**src/tbf_pkg.sv**
```systemverilog
/*
  Shared constants and carriers of the type B framing register bank.
  Assumes a 20 MHz system clock and registers reached over AXI4-Lite.
*/
package tbf_pkg;
  localparam int ADDR_W = 10;
  localparam logic [7:0] IDX_FRAME_CFG = 8'h1E;
  localparam logic [7:0] IDX_UART_SPEED = 8'h1F;
  localparam logic [7:0] IDX_RSVD_20 = 8'h20;
  localparam logic [7:0] IDX_SUM_HIGH = 8'h21;
  localparam logic [7:0] IDX_SUM_LOW = 8'h22;
  localparam logic [7:0] IDX_AUX_CTRL = 8'h30;
  localparam logic [7:0] IDX_STATUS = 8'h31;
  localparam logic [7:0] IDX_IRQ_STATUS = 8'h32;
  localparam logic [7:0] IDX_IRQ_ENABLE = 8'h33;
  localparam logic [7:0] IDX_IRQ_CLEAR = 8'h34;
  localparam logic [7:0] RST_FRAME_CFG = 8'h00;
  localparam logic [7:0] RST_UART_SPEED = 8'hEB;
  localparam logic [7:0] RST_SUM = 8'hFF;
  localparam logic [7:0] FRAME_CFG_WMASK = 8'hDF;
  localparam int COARSE_LSB = 5;
  localparam int BIT_ADJUST = 0;
  localparam int BIT_SUM_READY = 0;
  localparam int BIT_TX_BUSY = 1;
  localparam int BIT_RX_FRAME = 2;
  localparam int N_IRQ = 4;
  localparam int IRQ_PROTO_ERR = 0;
  localparam int IRQ_RX_IGNORED = 1;
  localparam int IRQ_TX_DONE = 2;
  localparam int IRQ_SUM_DONE = 3;
  localparam logic [1:0] RESP_OKAY = 2'h0;
  localparam logic [1:0] RESP_SLVERR = 2'h2;
  localparam int CLK_PERIOD_NS = 50;
  localparam int ETU_NS = 9440;
  localparam int ETU_CYCLES = ETU_NS / CLK_PERIOD_NS;
  localparam int ADJ_CYCLES = 8;
  localparam int DELIM_LO_MAX_ETU = 11;
  localparam int DELIM_LO_MIN_ETU = 10;
  localparam int SOF_HI_MAX_ETU = 3;
  localparam int SOF_HI_MIN_ETU = 2;

  typedef struct packed {
    logic rx_start_frame_required;
    logic rx_end_frame_required;
    logic frame_delimiter_width;
    logic frame_delimiter_adjust;
    logic tx_start_suppress;
    logic tx_end_suppress;
    logic [1:0] tx_extra_guard_time;
  } tbf_cfg_t;

  typedef struct packed {
    logic sof;
    logic byte_valid;
    logic [7:0] data;
    logic eof;
    logic stream_end;
  } tbf_rx_t;
endpackage : tbf_pkg

```
**src/tbf_axil.sv**
```systemverilog
/*
  AXI4-Lite slave front end: takes address and data in either order,
  presents one register write or read to the register bank.
  Assumes one write and one read at most outstanding.
*/
`timescale 1ns/1ps
module tbf_axil import tbf_pkg::*; (
  input logic clk,
  input logic srst,
  input logic [ADDR_W-1:0] awaddr,
  input logic awvalid,
  output logic awready,
  input logic [31:0] wdata,
  input logic [3:0] wstrb,
  input logic wvalid,
  output logic wready,
  output logic [1:0] bresp,
  output logic bvalid,
  input logic bready,
  input logic [ADDR_W-1:0] araddr,
  input logic arvalid,
  output logic arready,
  output logic [31:0] rdata,
  output logic [1:0] rresp,
  output logic rvalid,
  input logic rready,
  output logic wr_en,
  output logic [7:0] wr_idx,
  output logic [7:0] wr_data,
  input logic wr_ok,
  output logic [7:0] rd_idx,
  input logic [7:0] rd_data,
  input logic rd_ok
);
  logic aw_held, w_held, fire;
  logic next_aw_held, next_w_held, next_awready, next_wready;
  logic [ADDR_W-1:0] aw_addr, next_aw_addr;
  logic [31:0] w_data, next_w_data;
  logic [3:0] w_strb, next_w_strb;
  logic next_bvalid, next_rvalid, next_arready;
  logic [1:0] next_bresp, next_rresp;
  logic [31:0] next_rdata;

  assign fire = aw_held && w_held && !bvalid;
  assign wr_en = fire && w_strb[0];
  assign wr_idx = aw_addr[9:2];
  assign wr_data = w_data[7:0];
  assign rd_idx = araddr[9:2];

  always_comb begin
    next_aw_held = fire ? 1'b0 : (aw_held || (awvalid && awready));
    next_w_held = fire ? 1'b0 : (w_held || (wvalid && wready));
    next_aw_addr = (awvalid && awready) ? awaddr : aw_addr;
    next_w_data = (wvalid && wready) ? wdata : w_data;
    next_w_strb = (wvalid && wready) ? wstrb : w_strb;
    next_awready = !next_aw_held;
    next_wready = !next_w_held;
    next_bvalid = fire || (bvalid && !bready);
    next_bresp = fire ? (wr_ok ? RESP_OKAY : RESP_SLVERR) : bresp;
    next_rvalid = (arvalid && arready) || (rvalid && !rready);
    next_rdata = (arvalid && arready) ? {24'h000000, rd_data} : rdata;
    next_rresp = (arvalid && arready) ? (rd_ok ? RESP_OKAY : RESP_SLVERR) : rresp;
    next_arready = !next_rvalid;
  end

  always_ff @(posedge clk) begin
    if (srst) begin
      aw_held <= 1'b0;
      w_held <= 1'b0;
      aw_addr <= '0;
      w_data <= 32'h00000000;
      w_strb <= 4'h0;
      awready <= 1'b0;
      wready <= 1'b0;
      bvalid <= 1'b0;
      bresp <= RESP_OKAY;
      rvalid <= 1'b0;
      rdata <= 32'h00000000;
      rresp <= RESP_OKAY;
      arready <= 1'b0;
    end else begin
      aw_held <= next_aw_held;
      w_held <= next_w_held;
      aw_addr <= next_aw_addr;
      w_data <= next_w_data;
      w_strb <= next_w_strb;
      awready <= next_awready;
      wready <= next_wready;
      bvalid <= next_bvalid;
      bresp <= next_bresp;
      rvalid <= next_rvalid;
      rdata <= next_rdata;
      rresp <= next_rresp;
      arready <= next_arready;
    end
  end
endmodule : tbf_axil

```
**src/tbf_delim.sv**
```systemverilog
/*
  Type B transmit delimiter sequencer: start-of-frame, end-of-frame and
  extra guard time, timed in system clocks per elementary time unit.
  Assumes start and stop are one-cycle pulses from the framer.
*/
`timescale 1ns/1ps
module tbf_delim import tbf_pkg::*; #(
  parameter int ETU = ETU_CYCLES
) (
  input logic clk,
  input logic srst,
  input tbf_cfg_t cfg,
  input logic start,
  input logic stop,
  output logic level,
  output logic busy,
  output logic done
);
  typedef enum logic [5:0] {
    S_IDLE = 6'h01, S_SOF_LO = 6'h02, S_SOF_HI = 6'h04,
    S_BODY = 6'h08, S_EOF_LO = 6'h10, S_GUARD = 6'h20
  } tbf_tx_state_t;

  tbf_tx_state_t state, next_state;
  logic [15:0] cnt, next_cnt, guard_len;
  logic next_level, next_busy, next_done;

  // Width clear with adjust set is a host error; it falls to minimum.
  function automatic logic [15:0] lo_len(input tbf_cfg_t c);
    if (c.frame_delimiter_width && c.frame_delimiter_adjust)
      return 16'(DELIM_LO_MAX_ETU * ETU - ADJ_CYCLES);
    if (c.frame_delimiter_width)
      return 16'(DELIM_LO_MAX_ETU * ETU);
    return 16'(DELIM_LO_MIN_ETU * ETU);
  endfunction : lo_len

  function automatic logic [15:0] hi_len(input tbf_cfg_t c);
    if (c.frame_delimiter_width && c.frame_delimiter_adjust)
      return 16'(SOF_HI_MIN_ETU * ETU + ADJ_CYCLES);
    if (c.frame_delimiter_width)
      return 16'(SOF_HI_MAX_ETU * ETU);
    return 16'(SOF_HI_MIN_ETU * ETU);
  endfunction : hi_len

  assign guard_len = 16'(int'(cfg.tx_extra_guard_time) * ETU);

  always_comb begin
    next_state = state;
    next_cnt = cnt - 16'h0001;
    next_done = 1'b0;
    case (state)
      S_IDLE: begin
        next_cnt = cnt;
        if (start && cfg.tx_start_suppress) begin
          next_state = S_BODY;
        end else if (start) begin
          next_state = S_SOF_LO;
          next_cnt = lo_len(cfg);
        end
      end
      S_SOF_LO: if (cnt == 16'h0001) begin
        next_state = S_SOF_HI;
        next_cnt = hi_len(cfg);
      end
      S_SOF_HI: if (cnt == 16'h0001) next_state = S_BODY;
      S_BODY: begin
        next_cnt = guard_len;
        if (stop && !cfg.tx_end_suppress) begin
          next_state = S_EOF_LO;
          next_cnt = lo_len(cfg);
        end else if (stop && guard_len != 16'h0000) begin
          next_state = S_GUARD;
        end else if (stop) begin
          next_state = S_IDLE;
          next_done = 1'b1;
        end
      end
      S_EOF_LO: if (cnt == 16'h0001) begin
        next_cnt = guard_len;
        next_state = (guard_len != 16'h0000) ? S_GUARD : S_IDLE;
        next_done = (guard_len == 16'h0000);
      end
      S_GUARD: if (cnt == 16'h0001) begin
        next_state = S_IDLE;
        next_done = 1'b1;
      end
      default: next_state = S_IDLE;
    endcase
    next_level = !(next_state == S_SOF_LO || next_state == S_EOF_LO);
    next_busy = next_state != S_IDLE;
  end

  always_ff @(posedge clk) begin
    if (srst) begin
      state <= S_IDLE;
      cnt <= 16'h0000;
      level <= 1'b1;
      busy <= 1'b0;
      done <= 1'b0;
    end else begin
      state <= next_state;
      cnt <= next_cnt;
      level <= next_level;
      busy <= next_busy;
      done <= next_done;
    end
  end

  logic [15:0] lo_run, hi_run, g_run;
  always_ff @(posedge clk) begin
    lo_run <= (srst || level) ? 16'h0000 : lo_run + 16'h0001;
    hi_run <= (srst || state != S_SOF_HI) ? 16'h0000 : hi_run + 16'h0001;
    g_run <= (srst || state != S_GUARD) ? 16'h0000 : g_run + 16'h0001;
  end
endmodule : tbf_delim

```
**src/tbf_frame_regs.sv**
```systemverilog
/*
  Type B framing and checksum result register bank with receive
  delimiter filter, transmit delimiter timing and interrupt logic.
  Assumes the framer, checksum engine and bus master share MCLK.
*/
// Decided for this implementation: register access over AXI4-Lite.
`timescale 1ns/1ps
// Function
// - start frame required: ignore streams lacking it
// - start frame optional: strip it from FIFO
// - end frame required: missing end raises error
// - end frame optional: strip it, no error
// - width set, adjust clear: maximum delimiter length
// - both set: low 11 ETU-8, high 2 ETU+8
// - both clear: minimum delimiter length
// - guard field adds zero to three bits
// - speed register: coarse bits 7-5, fine 4-0
// - checksum high byte low address, low next
// - checksum bytes valid only with complete flag
module tbf_frame_regs import tbf_pkg::*; #(
  parameter int ETU = ETU_CYCLES
) (
  input logic MCLK,
  input logic SRST,
  input logic [ADDR_W-1:0] AWADDR,
  input logic AWVALID,
  output logic AWREADY,
  input logic [31:0] WDATA,
  input logic [3:0] WSTRB,
  input logic WVALID,
  output logic WREADY,
  output logic [1:0] BRESP,
  output logic BVALID,
  input logic BREADY,
  input logic [ADDR_W-1:0] ARADDR,
  input logic ARVALID,
  output logic ARREADY,
  output logic [31:0] RDATA,
  output logic [1:0] RRESP,
  output logic RVALID,
  input logic RREADY,
  input tbf_rx_t RX,
  output logic FIFO_WR,
  output logic [7:0] FIFO_DATA,
  output logic RX_PROTOCOL_ERROR,
  input logic TX_FRAME_START,
  input logic TX_FRAME_END,
  output logic TX_LEVEL,
  output logic TX_BUSY,
  output logic TX_DONE,
  output logic [2:0] UART_COARSE_FACTOR,
  output logic [4:0] UART_FINE_FACTOR,
  input logic CRC_START,
  input logic CRC_DONE,
  input logic [15:0] CRC_VALUE,
  output logic IRQ
);
  logic wr_en, wr_ok, rd_ok;
  logic [7:0] wr_idx, wr_data, rd_idx, rd_data;
  logic [7:0] frame_cfg, next_frame_cfg;
  logic [7:0] uart_speed, next_uart_speed;
  logic adjust, next_adjust;
  tbf_cfg_t cfg;

  tbf_axil u_bus (
    .clk(MCLK),
    .srst(SRST),
    .awaddr(AWADDR),
    .awvalid(AWVALID),
    .awready(AWREADY),
    .wdata(WDATA),
    .wstrb(WSTRB),
    .wvalid(WVALID),
    .wready(WREADY),
    .bresp(BRESP),
    .bvalid(BVALID),
    .bready(BREADY),
    .araddr(ARADDR),
    .arvalid(ARVALID),
    .arready(ARREADY),
    .rdata(RDATA),
    .rresp(RRESP),
    .rvalid(RVALID),
    .rready(RREADY),
    .wr_en(wr_en),
    .wr_idx(wr_idx),
    .wr_data(wr_data),
    .wr_ok(wr_ok),
    .rd_idx(rd_idx),
    .rd_data(rd_data),
    .rd_ok(rd_ok)
  );

  function automatic logic mapped(input logic [7:0] idx);
    case (idx)
      IDX_FRAME_CFG, IDX_UART_SPEED, IDX_RSVD_20: return 1'b1;
      IDX_SUM_HIGH, IDX_SUM_LOW, IDX_AUX_CTRL: return 1'b1;
      IDX_STATUS, IDX_IRQ_STATUS, IDX_IRQ_ENABLE: return 1'b1;
      IDX_IRQ_CLEAR: return 1'b1;
      default: return 1'b0;
    endcase
  endfunction : mapped

  assign wr_ok = mapped(wr_idx);
  assign rd_ok = mapped(rd_idx);

  // Configuration registers; the reserved bit 5 never stores a one.
  always_comb begin
    next_frame_cfg = frame_cfg;
    next_uart_speed = uart_speed;
    next_adjust = adjust;
    if (wr_en && wr_idx == IDX_FRAME_CFG)
      next_frame_cfg = wr_data & FRAME_CFG_WMASK;
    if (wr_en && wr_idx == IDX_UART_SPEED)
      next_uart_speed = wr_data;
    if (wr_en && wr_idx == IDX_AUX_CTRL)
      next_adjust = wr_data[BIT_ADJUST];
  end

  always_ff @(posedge MCLK) begin
    if (SRST) begin
      frame_cfg <= RST_FRAME_CFG;
      uart_speed <= RST_UART_SPEED;
      adjust <= 1'b0;
    end else begin
      frame_cfg <= next_frame_cfg;
      uart_speed <= next_uart_speed;
      adjust <= next_adjust;
    end
  end

  always_comb begin
    cfg.rx_start_frame_required = frame_cfg[7];
    cfg.rx_end_frame_required = frame_cfg[6];
    cfg.frame_delimiter_width = frame_cfg[4];
    cfg.frame_delimiter_adjust = adjust;
    cfg.tx_start_suppress = frame_cfg[3];
    cfg.tx_end_suppress = frame_cfg[2];
    cfg.tx_extra_guard_time = frame_cfg[1:0];
  end

  assign UART_COARSE_FACTOR = uart_speed[7:COARSE_LSB];
  assign UART_FINE_FACTOR = uart_speed[COARSE_LSB-1:0];

  tbf_delim #(.ETU(ETU)) u_delim (
    .clk(MCLK),
    .srst(SRST),
    .cfg(cfg),
    .start(TX_FRAME_START),
    .stop(TX_FRAME_END),
    .level(TX_LEVEL),
    .busy(TX_BUSY),
    .done(TX_DONE)
  );

  // Receive filter. Delimiters arrive as separate strobes and are never
  // forwarded, so the FIFO only ever sees payload bytes.
  logic in_frame, drop, eof_seen, frame_begin;
  logic next_in_frame, next_drop, next_eof_seen;
  logic next_fifo_wr, next_proto_err, next_ignored;
  logic [7:0] next_fifo_data;
  logic rx_ignored;

  assign frame_begin = !in_frame && (RX.sof || RX.byte_valid);

  always_comb begin
    next_in_frame = in_frame;
    next_drop = drop;
    next_eof_seen = eof_seen;
    next_fifo_wr = 1'b0;
    next_fifo_data = FIFO_DATA;
    next_proto_err = 1'b0;
    next_ignored = 1'b0;
    if (frame_begin) begin
      next_in_frame = 1'b1;
      next_drop = !RX.sof && cfg.rx_start_frame_required;
      next_eof_seen = 1'b0;
    end
    if (RX.byte_valid && !next_drop) begin
      next_fifo_wr = 1'b1;
      next_fifo_data = RX.data;
    end
    if (RX.eof && next_in_frame)
      next_eof_seen = 1'b1;
    if (RX.stream_end && next_in_frame) begin
      next_in_frame = 1'b0;
      next_ignored = next_drop;
      next_proto_err = !next_drop && !next_eof_seen
                       && cfg.rx_end_frame_required;
      next_drop = 1'b0;
    end
  end

  always_ff @(posedge MCLK) begin
    if (SRST) begin
      in_frame <= 1'b0;
      drop <= 1'b0;
      eof_seen <= 1'b0;
      FIFO_WR <= 1'b0;
      FIFO_DATA <= 8'h00;
      RX_PROTOCOL_ERROR <= 1'b0;
      rx_ignored <= 1'b0;
    end else begin
      in_frame <= next_in_frame;
      drop <= next_drop;
      eof_seen <= next_eof_seen;
      FIFO_WR <= next_fifo_wr;
      FIFO_DATA <= next_fifo_data;
      RX_PROTOCOL_ERROR <= next_proto_err;
      rx_ignored <= next_ignored;
    end
  end

  // Checksum result. A finish in the same cycle as a new start wins,
  // so a result is never hidden by a racing restart.
  logic [7:0] sum_high, sum_low, next_sum_high, next_sum_low;
  logic sum_ready, next_sum_ready;

  always_comb begin
    next_sum_high = sum_high;
    next_sum_low = sum_low;
    next_sum_ready = sum_ready && !CRC_START;
    if (CRC_DONE) begin
      next_sum_high = CRC_VALUE[15:8];
      next_sum_low = CRC_VALUE[7:0];
      next_sum_ready = 1'b1;
    end
  end

  always_ff @(posedge MCLK) begin
    if (SRST) begin
      sum_high <= RST_SUM;
      sum_low <= RST_SUM;
      sum_ready <= 1'b0;
    end else begin
      sum_high <= next_sum_high;
      sum_low <= next_sum_low;
      sum_ready <= next_sum_ready;
    end
  end

  // Interrupts: a new event beats a clear written in the same cycle.
  logic [N_IRQ-1:0] irq_status, irq_enable, events;
  logic [N_IRQ-1:0] next_irq_status, next_irq_enable;
  logic next_irq;

  always_comb begin
    events = '0;
    events[IRQ_PROTO_ERR] = RX_PROTOCOL_ERROR;
    events[IRQ_RX_IGNORED] = rx_ignored;
    events[IRQ_TX_DONE] = TX_DONE;
    events[IRQ_SUM_DONE] = CRC_DONE;
    next_irq_enable = irq_enable;
    next_irq_status = irq_status;
    if (wr_en && wr_idx == IDX_IRQ_ENABLE)
      next_irq_enable = wr_data[N_IRQ-1:0];
    if (wr_en && wr_idx == IDX_IRQ_CLEAR)
      next_irq_status = irq_status & ~wr_data[N_IRQ-1:0];
    next_irq_status = next_irq_status | events;
    next_irq = |(next_irq_status & next_irq_enable);
  end

  always_ff @(posedge MCLK) begin
    if (SRST) begin
      irq_status <= '0;
      irq_enable <= '0;
      IRQ <= 1'b0;
    end else begin
      irq_status <= next_irq_status;
      irq_enable <= next_irq_enable;
      IRQ <= next_irq;
    end
  end

  // Read decode; unmapped and write-only words read as zero.
  always_comb begin
    rd_data = 8'h00;
    case (rd_idx)
      IDX_FRAME_CFG: rd_data = frame_cfg;
      IDX_UART_SPEED: rd_data = uart_speed;
      IDX_SUM_HIGH: rd_data = sum_high;
      IDX_SUM_LOW: rd_data = sum_low;
      IDX_AUX_CTRL: rd_data[BIT_ADJUST] = adjust;
      IDX_STATUS: begin
        rd_data[BIT_SUM_READY] = sum_ready;
        rd_data[BIT_TX_BUSY] = TX_BUSY;
        rd_data[BIT_RX_FRAME] = in_frame;
      end
      IDX_IRQ_STATUS: rd_data[N_IRQ-1:0] = irq_status;
      IDX_IRQ_ENABLE: rd_data[N_IRQ-1:0] = irq_enable;
      default: rd_data = 8'h00;
    endcase
  end
endmodule : tbf_frame_regs

```
**config.mk**
```make
export PLATFORM = sky130hd
export DESIGN_NAME = tbf_frame_regs
export DESIGN_NICKNAME = d
export VERILOG_FILES = /design/src/tbf_pkg.sv /design/src/tbf_axil.sv /design/src/tbf_delim.sv /design/src/tbf_frame_regs.sv
export SDC_FILE = /design/constraint.sdc
export NUM_CORES = 1
export LEC_CHECK = 0
export BUFFER_PORTS_ARGS = -buffer_cell sky130_fd_sc_hd__buf_2
export CELL_PAD_IN_SITES_DETAIL_PLACEMENT = 0
export CELL_PAD_IN_SITES_GLOBAL_PLACEMENT = 1
export CORE_MARGIN = 3
export CORE_UTILIZATION = 35
export CTS_CLUSTER_DIAMETER = 200
export DETAILED_ROUTE_END_ITERATION = 6
export PLACE_DENSITY = 0.74
export SLEW_MARGIN = 30
export SYNTH_ARGS = -nofsm -noshare
export SYNTH_HDL_FRONTEND = slang
export SYNTH_SLANG_ARGS = --single-unit
```
**constraint.sdc**
```tcl
create_clock -name MCLK -period 2.1 [get_ports MCLK]
set_input_delay 0.105 -clock MCLK [delete_from_list [all_inputs] [get_ports MCLK]]
set_output_delay 0.105 -clock MCLK [all_outputs]
set_load 0.02 [all_outputs]
```
==> flow_summary.ini <==
[critical_path]
crit_type = reg2reg
cp-start-kind = flip-flop
rrSetupSlack_ps = -20
path_max_fanout = 4
end_kind = flip-flop
required_ps = 2430
arrival_ps = 2450

[logic_synthesis]
ys_types = 70
ys_warn_count = 0
synth_cells = 699
ys_ff_latch = 115
synth_edf_count = 0
ys_top_cells_by_area = dfxtp_1 (40%), nand2_1 (5.4%), nor2_1 (5.4%)
synth_flop_cell = dfxtp_1
synth_top_area_frac = 0.397
synthArstFlopShare = 0
syn_avg_cell_area_um2 = 8.29
yosysSeqAreaShare = 0.397
synth_top_cell_by_area = dfxtp_1
synth_area_mm2 = 0.00579

[timing]
rsz0062_at_grt = yes
setup_slack_ps = -16.4
slew_viol_final = 0
fin_setup_tns_ps = -16.4
slew_headroom = 0.541
setup_viol = 1
hold_violations = 0
finalClockSkew_ps = 8.35
fin_crit_sh = 1.01
hold_slack_ps = 48.3
fmax_mhz = 473
worstMarginPinSlew_ps = 688
min_period_ps = 2120

[global_routing]
grt_max_degree = 40
antenna_found_initial = 0
grt.overflow.total = 0
grt_pass1_wl_mm = 27.2
grt_pass1_vias = 5588
grt_usage = 0.186

[route]
drt_pre_antenna_iters = 5
drcViolationCount = 0
ant_nets = 0
viasPerCell = 5.06
vias = 5628
routed.top_layer = met4
drtIter0Drc = 343
wl_mm = 16.8
wl_met2_mm = 7.93
wl_met3_um = 868
met1_length_mm = 7.72
wl_per_cell_um = 15.1

[final_layout]
final_core_util = 0.497
fin_nets = 984
multi_input_area_mm2 = 0.00337
seq_area_mm2 = 0.00231
area_delta_synth_final_pct = 37.7
layout_commonest_cell = dfxtp_1
n_fill_cell = 1540
final_cell_mix = dfxtp_1 (110), buf_2 (100), nand2_1 (81), nor2_1 (81), a21oi_1 (52)
drive_gt1_frac = 0.269
diodes = 0
fin_cells = 1112

[flow_run]
drv_cap = 0

[cts]
clk_latency_ps = 410
cts_root_buf = clkbuf_16
clock_sinks = 115
cts.path.max_buffers = 2
htree_levels = 4
cts_buffers = 17
clk_pin_slew_ps = 60
tritoncts = yes

[pwr]
ir_worst_vdd_v = 0.000655
power_density_mw_per_mm2 = 844
power_leakage_nw = 3.26

[placement]
dpl.hpwl_mm = 12.3
placed_cells = 1027
port_buffers = 100
gp_congestion = 0.871

[outcome]
status = complete, but fails checks
violations = setup timing

[die]
dieArea_mm2 = 0.0181
start_util = 0.361
io_pins = 158
die_w_um = 135
rows = 46
dieHeight_um = 135
fp.coreArea_mm2 = 0.0161

[worst_hold_path]
hold_class = in2reg
[stage by stage]
stage                     setup slack, ps  instance area (um^2)  total power [mW]
after floorplan                      7.84                  5890              3.31
after global placement              -44.0                  6700              3.68
after detailed placement            -84.1                  6700              3.71
after CTS                            5.12                  7820              6.71
after global routing                -72.2                  7980              7.05
final                               -16.4                  7980              6.73
[critical path: stages (launching register included)]
cell and delay (ps):
dfxtp_2 320, or4_4 560, or4_4 600, o21ai_4 210, a211oi_1 130, o22ai_1 200
[cell families (layout without fill, tap and decap cells)]
logic type	Yosys count	count (layout)	synth area share
simple gates	311	311	0.274
compound gates	155	155	0.181
flops	115	115	0.397
buf+inv	71	243	0.0643
mux	26	26	0.0477
xor+xnor	14	14	0.0212
fa+ha+maj	6	6	0.0130
other cells	1	26	0.000647
[flip-flops by register name, indices dropped and copies added, names as in the netlist, 4 cells and up]
name	count
u_delim.cnt	16
FIFO_DATA	8
sum_high	8
sum_low	8
u_bus.aw_addr	8
u_bus.rdata	8
u_bus.w_data	8
uart_speed	8
frame_cfg	7
u_delim.state	6
irq_enable	4
irq_status	4
[area by class of cell]
type / instances / area share
clock buffers: 21 / 0.0577
clock inverters: 11 / 0.0158
inverters: 9 / 0.00423
multi-input cells: 538 / 0.423
flip-flops and latches: 115 / 0.289
well taps: 216 / 0.0339
repair buffers: 202 / 0.177
[power by group]
part           internal (mW)  switching, mW  leakage, nW  total, mW
Sequential              2.32          0.110        0.942       2.43
Clock                   1.82           1.05        0.288       2.86
Combinational          0.672          0.764         2.03       1.44
Total                   4.81           1.92         3.26       6.73
[per-layer routing]
layer	global-route usage	vias to the layer above
met2	0.303	158
met1	0.239	2643
li1	-	2804
met3	0.0443	23
met5	0	-
met4	0.0741	0
[repair_timing]
item / CTS / global route
hold buffers: 46 / 0
buffers inserted: 5 / 2
gates cloned: 0 / 0
gates resized for setup: 9 / 32
setup endpoints to repair: 9 / 33
pin swaps: 8 / 12
endpoints found under the hold margin: 48 / 0
[cells in the mapped netlist (3+ instances only)]
library cell and n:
a211oi_1 7, or4_1 3, o22ai_1 11, and3_1 3, nor3_1 16, and2_1 7, dfxtp_1 115, nand4_1 6
a211o_1 22, inv_1 9, nand3b_1 5, buf_4 26, nor2b_1 32, mux2_2 3, nor2_1 83, a21o_1 4
o21ai_1 3, ha_1 6, a21oi_1 53, nor4_1 8, a31oi_1 3, nor4b_2 3, nand2_1 83, nand2b_1 12
buf_2 7, o21ai_0 22, xnor2_1 9, buf_1 5, clkbuf_1 24, nand3_1 31, a221oi_1 5, xor2_1 5
mux2i_1 22
[path summary, 6_finish.rpt]
kind / startpoint / end / cells after the start
setup / recovery: u_delim.cnt[8] / u_delim.cnt[9] / 5
hold / removal: AWVALID / u_bus.aw_addr[5] / 3
setup reg to reg: u_delim.cnt[8] / u_delim.cnt[9] / 5
hold reg to reg: FIFO_DATA[7] / FIFO_DATA[7] / 2
Note: power is estimated with default switching activity, not from simulation.
